`src/pkg/hvc_consts.svh`:
```
// constants for the high-voltage indirect configuration bank
// assumes inclusion by its bare name from the package and the design
`ifndef HVC_CONSTS_SVH
`define HVC_CONSTS_SVH
`define HVC_CFG_RESET 8'h00
`define HVC_CTRL_RESET 10'h240
`define HVC_CMD_RD_A 8'h00
`define HVC_CMD_RD_B 8'h01
`define HVC_CMD_WR_A 8'h08
`define HVC_CMD_WR_B 8'h09
`define HVC_A_THERM_DIS 7
`define HVC_A_OSC_EN 6
`define HVC_A_BSD_EN 5
`define HVC_A_WAKE 4
`define HVC_A_PSM_EN 3
`define HVC_A_LVF_EN 2
`define HVC_A_LIN_HI 1
`define HVC_A_LIN_LO 0
`define HVC_B_ATT_DIAG 7
`define HVC_B_TMON_EN 6
`define HVC_LIN_OFF 2'h0
`define HVC_LIN_ON 2'h2
`endif

```
`src/pkg/hvc_pkg.sv`:
```
// types for the high-voltage indirect configuration bank
// assumes nothing beyond the constants header
`include "hvc_consts.svh"
package hvc_pkg;
  typedef struct packed {
    logic thermal_shutdown_en;
    logic precision_osc_en;
    logic bit_serial_device_mode;
    logic lin_pullup_en;
    logic wake_pin_high;
    logic supply_monitor_en;
    logic low_voltage_flag_en;
    logic lin_driver_en;
    logic atten_diag_en;
    logic hv_temp_monitor_en;
  } hvc_ctrl_type;
  typedef struct packed {
    logic [3:0] cmd;
    logic [7:0] data;
  } hvc_data_type;
endpackage

```
`src/hdl/hvc_config_regs.sv`:
```
// two indirect 8-bit high-voltage configuration registers and their controls
// assumes a command engine that strobes one command byte with the staged data
`timescale 1ns/1ps
`default_nettype none
`include "hvc_consts.svh"

// one indirect configuration register; the next value is offered so that
// decoded controls can be registered in the same cycle as the register
module hvc_cfg_reg
  import hvc_pkg::*;
#(
  parameter logic [7:0] RESET_VAL = `HVC_CFG_RESET
) (
  // clock and reset
  input wire logic mclk_i,
  input wire logic reset_n_i,
  // write strobe and staged data
  input wire logic wr_en_i,
  input wire logic [7:0] wr_data_i,
  // register value, next and current
  output logic [7:0] cfg_d_o,
  output logic [7:0] cfg_q_o
);
  logic [7:0] cfg_q;
  logic [7:0] cfg_d;

  // only a completed write command changes the register
  always_comb begin
    cfg_d = cfg_q;
    if (wr_en_i) begin
      cfg_d = wr_data_i;
    end
  end

  always_ff @(posedge mclk_i or negedge reset_n_i) begin
    if (!reset_n_i) begin
      cfg_q <= RESET_VAL;
    end else begin
      cfg_q <= cfg_d;
    end
  end

  assign cfg_d_o = cfg_d;
  assign cfg_q_o = cfg_q;
endmodule

module hvc_config_regs
  import hvc_pkg::*;
(
  // clock and reset
  input wire logic mclk_i,
  input wire logic reset_n_i,
  // command byte strobe and staged data
  input wire logic cmd_valid_i,
  input wire logic [7:0] cmd_byte_i,
  input wire logic [7:0] stage_data_i,
  // command completion
  output logic busy_o,
  output logic cmd_ok_o,
  output logic rd_valid_o,
  output hvc_data_type rd_data_o,
  // controls to the high-voltage circuits
  output hvc_ctrl_type ctrl_o,
  output logic [7:0] hv_config_a_o,
  output logic [7:0] hv_config_b_o
);
  // command decode
  logic cmd_take;
  logic wr_a_en;
  logic wr_b_en;
  logic rd_a_en;
  logic rd_b_en;
  logic cmd_known;
  // configuration registers, current and next
  logic [7:0] cfg_a_q;
  logic [7:0] cfg_a_d;
  logic [7:0] cfg_b_q;
  logic [7:0] cfg_b_d;
  // command status
  logic busy_q;
  logic busy_d;
  logic ok_q;
  logic ok_d;
  // readback word
  logic rdv_q;
  logic rdv_d;
  hvc_data_type rd_q;
  hvc_data_type rd_d;
  // controls to the high-voltage circuits
  hvc_ctrl_type ctrl_q;
  hvc_ctrl_type ctrl_d;

  // a command is taken only while idle; anything presented while busy is dropped
  always_comb begin
    cmd_take = cmd_valid_i && !busy_q;
    wr_a_en = 1'b0;
    wr_b_en = 1'b0;
    rd_a_en = 1'b0;
    rd_b_en = 1'b0;
    cmd_known = 1'b1;
    unique case (cmd_byte_i)
      `HVC_CMD_RD_A: begin
        rd_a_en = cmd_take;
      end
      `HVC_CMD_RD_B: begin
        rd_b_en = cmd_take;
      end
      `HVC_CMD_WR_A: begin
        wr_a_en = cmd_take;
      end
      `HVC_CMD_WR_B: begin
        wr_b_en = cmd_take;
      end
      default: begin
        cmd_known = 1'b0;
      end
    endcase
  end

  // the registers sit behind the command interface only, never in the map
  hvc_cfg_reg #(
    .RESET_VAL(`HVC_CFG_RESET)
  ) hvc_cfg_reg_a_inst (
    .mclk_i(mclk_i),
    .reset_n_i(reset_n_i),
    .wr_en_i(wr_a_en),
    .wr_data_i(stage_data_i),
    .cfg_d_o(cfg_a_d),
    .cfg_q_o(cfg_a_q)
  );

  hvc_cfg_reg #(
    .RESET_VAL(`HVC_CFG_RESET)
  ) hvc_cfg_reg_b_inst (
    .mclk_i(mclk_i),
    .reset_n_i(reset_n_i),
    .wr_en_i(wr_b_en),
    .wr_data_i(stage_data_i),
    .cfg_d_o(cfg_b_d),
    .cfg_q_o(cfg_b_q)
  );

  // busy stands for the one executing cycle; ok records the last taken command
  always_comb begin
    busy_d = cmd_take;
    ok_d = ok_q;
    if (cmd_take) begin
      ok_d = cmd_known;
    end
  end

  always_ff @(posedge mclk_i or negedge reset_n_i) begin
    if (!reset_n_i) begin
      busy_q <= 1'b0;
      ok_q <= 1'b0;
    end else begin
      busy_q <= busy_d;
      ok_q <= ok_d;
    end
  end

  // a read copies the register and its command nibble into the data word
  always_comb begin
    rdv_d = rd_a_en || rd_b_en;
    rd_d = rd_q;
    if (rd_a_en) begin
      rd_d = '{cmd: cmd_byte_i[3:0], data: cfg_a_q};
    end else if (rd_b_en) begin
      rd_d = '{cmd: cmd_byte_i[3:0], data: cfg_b_q};
    end
  end

  always_ff @(posedge mclk_i or negedge reset_n_i) begin
    if (!reset_n_i) begin
      rdv_q <= 1'b0;
      rd_q <= '0;
    end else begin
      rdv_q <= rdv_d;
      rd_q <= rd_d;
    end
  end

  // controls decoded from the next values so they change with the register
  always_comb begin
    ctrl_d.thermal_shutdown_en = !cfg_a_d[`HVC_A_THERM_DIS];
    ctrl_d.precision_osc_en = cfg_a_d[`HVC_A_OSC_EN];
    ctrl_d.bit_serial_device_mode = cfg_a_d[`HVC_A_BSD_EN];
    ctrl_d.lin_pullup_en = !cfg_a_d[`HVC_A_BSD_EN];
    ctrl_d.wake_pin_high = cfg_a_d[`HVC_A_WAKE];
    ctrl_d.supply_monitor_en = cfg_a_d[`HVC_A_PSM_EN];
    ctrl_d.low_voltage_flag_en = cfg_a_d[`HVC_A_LVF_EN];
    // reserved codes leave the driver off
    ctrl_d.lin_driver_en =
      (cfg_a_d[`HVC_A_LIN_HI:`HVC_A_LIN_LO] == `HVC_LIN_ON);
    ctrl_d.atten_diag_en = cfg_b_d[`HVC_B_ATT_DIAG];
    ctrl_d.hv_temp_monitor_en = cfg_b_d[`HVC_B_TMON_EN];
  end

  // reset value is the decode of cleared registers: shutdown armed, pull-up on
  always_ff @(posedge mclk_i or negedge reset_n_i) begin
    if (!reset_n_i) begin
      ctrl_q <= `HVC_CTRL_RESET;
    end else begin
      ctrl_q <= ctrl_d;
    end
  end

  assign busy_o = busy_q;
  assign cmd_ok_o = ok_q;
  assign rd_valid_o = rdv_q;
  assign rd_data_o = rd_q;
  assign ctrl_o = ctrl_q;
  assign hv_config_a_o = cfg_a_q;
  assign hv_config_b_o = cfg_b_q;
endmodule
`default_nettype wire

```
`config.mk`:
```
export PLATFORM = sky130hd
export DESIGN_NAME = hvc_config_regs
export DESIGN_NICKNAME = d
export VERILOG_FILES = /design/src/pkg/hvc_pkg.sv /design/src/hdl/hvc_config_regs.sv
export VERILOG_INCLUDE_DIRS = /design/src /design/src/pkg
export SDC_FILE = /design/constraint.sdc
export NUM_CORES = 1
export LEC_CHECK = 0
export BUFFER_PORTS_ARGS = -buffer_cell sky130_fd_sc_hd__clkbuf_2
export CAP_MARGIN = 0
export CORE_ASPECT_RATIO = 0.8
export CORE_MARGIN = 3
export CORE_UTILIZATION = 40
export DETAILED_ROUTE_END_ITERATION = 12
export PLACE_DENSITY = 0.64
export SKIP_CTS_REPAIR_TIMING = 1
export SLEW_MARGIN = 20
export SYNTH_ARGS = -nofsm -noshare
export SYNTH_HDL_FRONTEND = slang
export SYNTH_HIERARCHICAL = 1
export SYNTH_SLANG_ARGS = --single-unit
```
`constraint.sdc`:
```
create_clock -name mclk_i -period 2.25 [get_ports mclk_i]
set_clock_uncertainty 0.05 [all_clocks]
set_input_delay 0 -clock mclk_i [delete_from_list [all_inputs] [get_ports mclk_i]]
set_output_delay 0 -clock mclk_i [all_outputs]
set_load 0.01 [all_outputs]
```
* Word-level counts from Yosys, hierarchy flattened *
Cells that the tools add are included.

cells by class
  div/mod/pow operators = 0
  eq/ne operators = 4
  bitwise logic cells = 0
  $lt $le $gt $ge = 0
  shifts and indexed selects = 0
  $mul = 0
  add/subtract/negate cells = 0
  reduce and logical (&&, ||, !) cells = 8
  multiplexer cells = 9

operator list
  operator                                              count
  two-way mux 12 bit                                    2
  equality test 8 x 4 -> 1 bit (second input constant)  2
  two-way mux 8 bit                                     2
  equality test 8 x 1 -> 1 bit (second input constant)  1
  logical NOT 8 bit                                     1
  two-way mux 1 bit                                     5
  OR reduction 4 bit                                    1
  logical NOT 1 bit                                     3
  equality test 2 bit (second input constant)           1
  nonzero test 2 bit                                    1
  logical AND 1 bit                                     1
  logical OR 1 bit                                      1

storage, ports and cells
  word-level logic and storage cells = 39
  memories = 0
  output and inout port bits = 41
  bits of input ports = 19
  bits in latches = 0
  memory bits (writable) = 0
  register bits = 41
  ROM bits = 0

* Logic depth before layout (Yosys ltp) *
  word-level depth = 5
  mapped depth = 6
  gate-level depth less buffers = 5

* Cells and area by module *
Netlist, hierarchy kept.

by module, submodules not included
  module           cells an instance  instances  sequential area each (um2)  area each (um2)
  hvc_config_regs  59                 1          628.1                       962.2
  hvc_cfg_reg      17                 2          200.2                       331.6

* Worst setup path before layout *
No wires, ideal clock.

  path kind = reg2reg
  start point = register busy_q (netlist: busy_o)
  end point = register ctrl_q (netlist bit ctrl_o[2])
  setup time = 0.118 ns
  stages on the path, launching flop included = 7
  path slack = 0.252 ns
  arrival time = 1.830 ns
  clock period less this slack = 1.998 ns
  buffers on the path = 1
  data required time = 2.082 ns
  cell sequence = dfrtp_1 -> or2b_2 -> nor4_1 -> and3b_1 -> buf_6 -> mux2_4 -> nor2b_1

RTL lines
  what                      line                    source
  start: declaration        hvc_config_regs.sv:80   logic busy_q;
  start signal: assignment  hvc_config_regs.sv:157  busy_q <= busy_d;
  end signal: assignment    hvc_config_regs.sv:202  ctrl_q <= `HVC_CTRL_RESET;
  end signal: assignment    hvc_config_regs.sv:204  ctrl_q <= ctrl_d;
  end: declaration          hvc_config_regs.sv:90   hvc_ctrl_type ctrl_q;

* Final worst setup path *
  start point = register busy_q (netlist: busy_o)
  end point = register hvc_cfg_reg_b_inst.cfg_q[7] (netlist: hvc_cfg_reg_b_inst/cfg_q_o[7])

between the ends
  word-level cells in the longest chain between the ends = 4

ends and longest elaborated chain
  what                    line                    source
  logical NOT 1 bit       hvc_config_regs.sv:95   cmd_take = cmd_valid_i && !busy_q;
  logical AND 1 bit       hvc_config_regs.sv:95
  two-way mux 1 bit       hvc_config_regs.sv:101  unique case (cmd_byte_i)
  net wr_b_en             hvc_config_regs.sv:70   logic wr_b_en;
  two-way mux 8 bit       hvc_config_regs.sv:30   if (wr_en_i) begin
  net cfg_b_d[7]          hvc_config_regs.sv:78   logic [7:0] cfg_b_d;
  end signal: assignment  hvc_config_regs.sv:39   cfg_q <= cfg_d;
  end: declaration        hvc_config_regs.sv:24   logic [7:0] cfg_q;

The timed path passes the listed nets, and every way through them passes these cells.
A chain may end at the register's enable or synchronous reset.

==> metrics.cfg <==
[worst_setup_path]
critPathMaxStageDelay_ps=370
cp_num_buf_inv=2
cp.arrival_ps=2160
slowest_stage=dfrtp_1
startpoint_type=flip-flop
r2r_cells=6
critPathTopFamily=simple AND/OR/NAND/NOR gates
worstPathCellList=or2b_2 > nor4_1 > buf_4 > and3_1 > buf_4 > mux2_4
crit_top_cell=buf_4
end_kind=flip-flop
timing.rr.end=hvc_cfg_reg_b_inst/cfg_q_o[7]
worstSetupPathType=flip-flop to flip-flop
setup.worst_path.start=busy_o
r2r_slack_ps=200
r2r-start=busy_o
cp_max_fo=8
crit_required_ps=2370

[power_and_ir_drop]
power_frac_seq_pct=55.2
clkPwrFrac_pct=36.6
p_leak_nw=1.20
p_sw_share_pct=21.6
ir_worst_vdd_v=0.000300
power.internal_mw=1.09
combPwrFrac_pct=8.2
powerDensity_nw_per_um2=643
p_sw_mw=0.301

[routing]
wl_per_cell_um=14.6
ant_nets=0
vias=1016
firstDrtPassIters=3
drt-vias-per-instance=4.54
drt_iter0_drc=41
wl_um=3270
drc=0

[global_route]
grt_max_degree=42
grt_antenna_before_repair=0
grt_use_total_pct=14.4
overflow=0
grt_first_pass_wirelength_um=5380
grt_pass1_vias=1101

[layout]
antenna_cells_inserted=0
fillers=337
layout-drive-gt1-share_pct=66.9
fin_nets=187
multiInputGateArea_um2=542
seqCellArea_um2=1030
syn_to_final_growth_pct=33.3

[place]
dp_hpwl_um=2440
io_buffers=59
gp_routability_congestion=0.712
pre_cts_slack_ps=111

[floorplan]
die_h_um=63.0
row_count=20
fp.coreArea_um2=3850
pin_count=60
die_area_um2=4870
initial_core_util_pct=42.2
fp.dieW_um=77.3

[run]
max-cap-violations=0

[sta]
fin_ws_ps=205
worst_pin_slew_ps=871
setup_tns_ps=0
post-route-period-util_pct=90.9
finalCriticalPeriod_ps=2050
rsz0062_at_grt=false
relSlewSlack_pct=41.9
timing.fmax_mhz=489
finalSetupViolations=0
drv_slew=0
hold_violations=0

[logic_synthesis]
synthCells=93
avgSynthCellArea_um2=17.5
yosysWarnings=6
synthDistinctLibCells=16
seq_area_frac_synth_pct=63.3
synth_area_um2=1630
ys_ff_latch=41
syn-num-nets=112

[clock_network]
cts_max_level=2
cts_buffers=5
cts_sinks=41
cts_tree=built
clock_latency_ps=280
clkTransAtPathRegs_ps=70
cts.path.max_buffers=2
clockRootBuffer=clkbuf_8

[worst_hold_path]
min-delay-start=cmd_valid_i
worstHoldPathCells=3
min_to=busy_o
hp-class=primary input to flip-flop

[outcome]
status=completed

[layout by cell type (no fill, tap or decap), drive strengths merged]
cell and instances:
dfrtp 39, and3b 1, mux2 33, nor2b 1, or2b 1, dlygate4sd3 9, and3 1, buf 5
nor4b 1, nor4 1, clkbuf 65, a21o 1, dfstp 2, nor2 1, and2b 3, inv 3
clkinv 1, or4 1
[synth_stat cells]
master | instances | share of area [%]
nor4b_4 | 1 | 1.5
and3b_1 | 1 | 0.54
dfstp_2 | 2 | 3.2
and3_1 | 1 | 0.39
mux2_2 | 17 | 12
nor4_1 | 1 | 0.39
and2b_2 | 3 | 1.6
mux2_4 | 16 | 15
dfrtp_1 | 39 | 60
a21o_1 | 1 | 0.46
nor2b_1 | 1 | 0.39
or4_4 | 1 | 0.69
buf_6 | 4 | 2.8
nor2_1 | 1 | 0.23
or2b_2 | 1 | 0.54
inv_1 | 3 | 0.69
[per-stage QoR]
step	power, mW	hold slack (ps)	instances	utilization, %	area [um^2]
final	1.39	34.2	224	56.2	2170
after global routing	1.45	48.9	224	56.2	2170
after CTS	1.40	-156	215	53.9	2080
after detailed placement	0.889	162	207	51.2	1970
after global placement	0.886	142	207	51.2	1970
after floorplan	0.828	-346	93	-	1630
[worst max path at each step]
stage,end,slack [ps],cells past startpoint
6_report,hvc_cfg_reg_b_inst/cfg_q_o[7],200,6
5_1_grt,hvc_cfg_reg_b_inst/cfg_q_o[7],20,6
4_1_cts,hvc_cfg_reg_a_inst/cfg_q_o[5],100,5
3_5_place_dp,ctrl_o[7],110,5
3_3_place_gp,ctrl_o[7],180,5
2_1_floorplan,ctrl_o[2],250,6
[logic make-up (layout without fill, tap and decap cells)]
group | Yosys count | after routing | synth area share (%)
compound gates | 1 | 1 | 0.462
flops | 41 | 41 | 63.3
simple gates | 11 | 11 | 6.24
buf+inv | 7 | 83 | 3.46
mux | 33 | 33 | 26.6
[layer usage]
metal / share of wire (%) / global-route usage (%) / up-vias
met2: 45 / 22.5 / 44
met5: 0 / 0 / -
li1: - / - / 470
met1: 46 / 18.7 / 496
met3: 7.9 / 5.04 / 6
met4: 1.3 / 4.67 / 0
[worst min-delay path, cell delays in order]
cell	delay [ps]
clkbuf_2	70
or2b_2	210
inv_1	50
[area by class of cell]
cell class,instances,area share [%]
Clock buffer,7,4.45
Multi-Input combinational cell,45,25.0
Timing Repair Buffer,72,19.2
Inverter,3,0.520
Sequential cell,41,47.5
Tap cell,55,3.18
Clock inverter,1,0.231
[power by group through the flow]
stage	clock network, mW	logic (mW)	registers (mW)
2_1_floorplan	0	0.0358	0.792
3_3_place_gp	0	0.102	0.783
3_5_place_dp	0	0.105	0.784
4_1_cts	0.526	0.105	0.770
5_1_grt	0.551	0.125	0.773
6_report	0.510	0.114	0.770
[flip-flops by register name, summed over array words and instances (netlist names)]
| name | count |
|---|---|
| rd_valid_o | 1 |
| ctrl_o | 10 |
| cmd_ok_o | 1 |
| busy_o | 1 |
| rd_data_o | 12 |
| hvc_cfg_reg_a_inst/cfg_q_o | 8 |
| hvc_cfg_reg_b_inst/cfg_q_o | 8 |
Note: power is estimated with default switching activity, not from simulation.
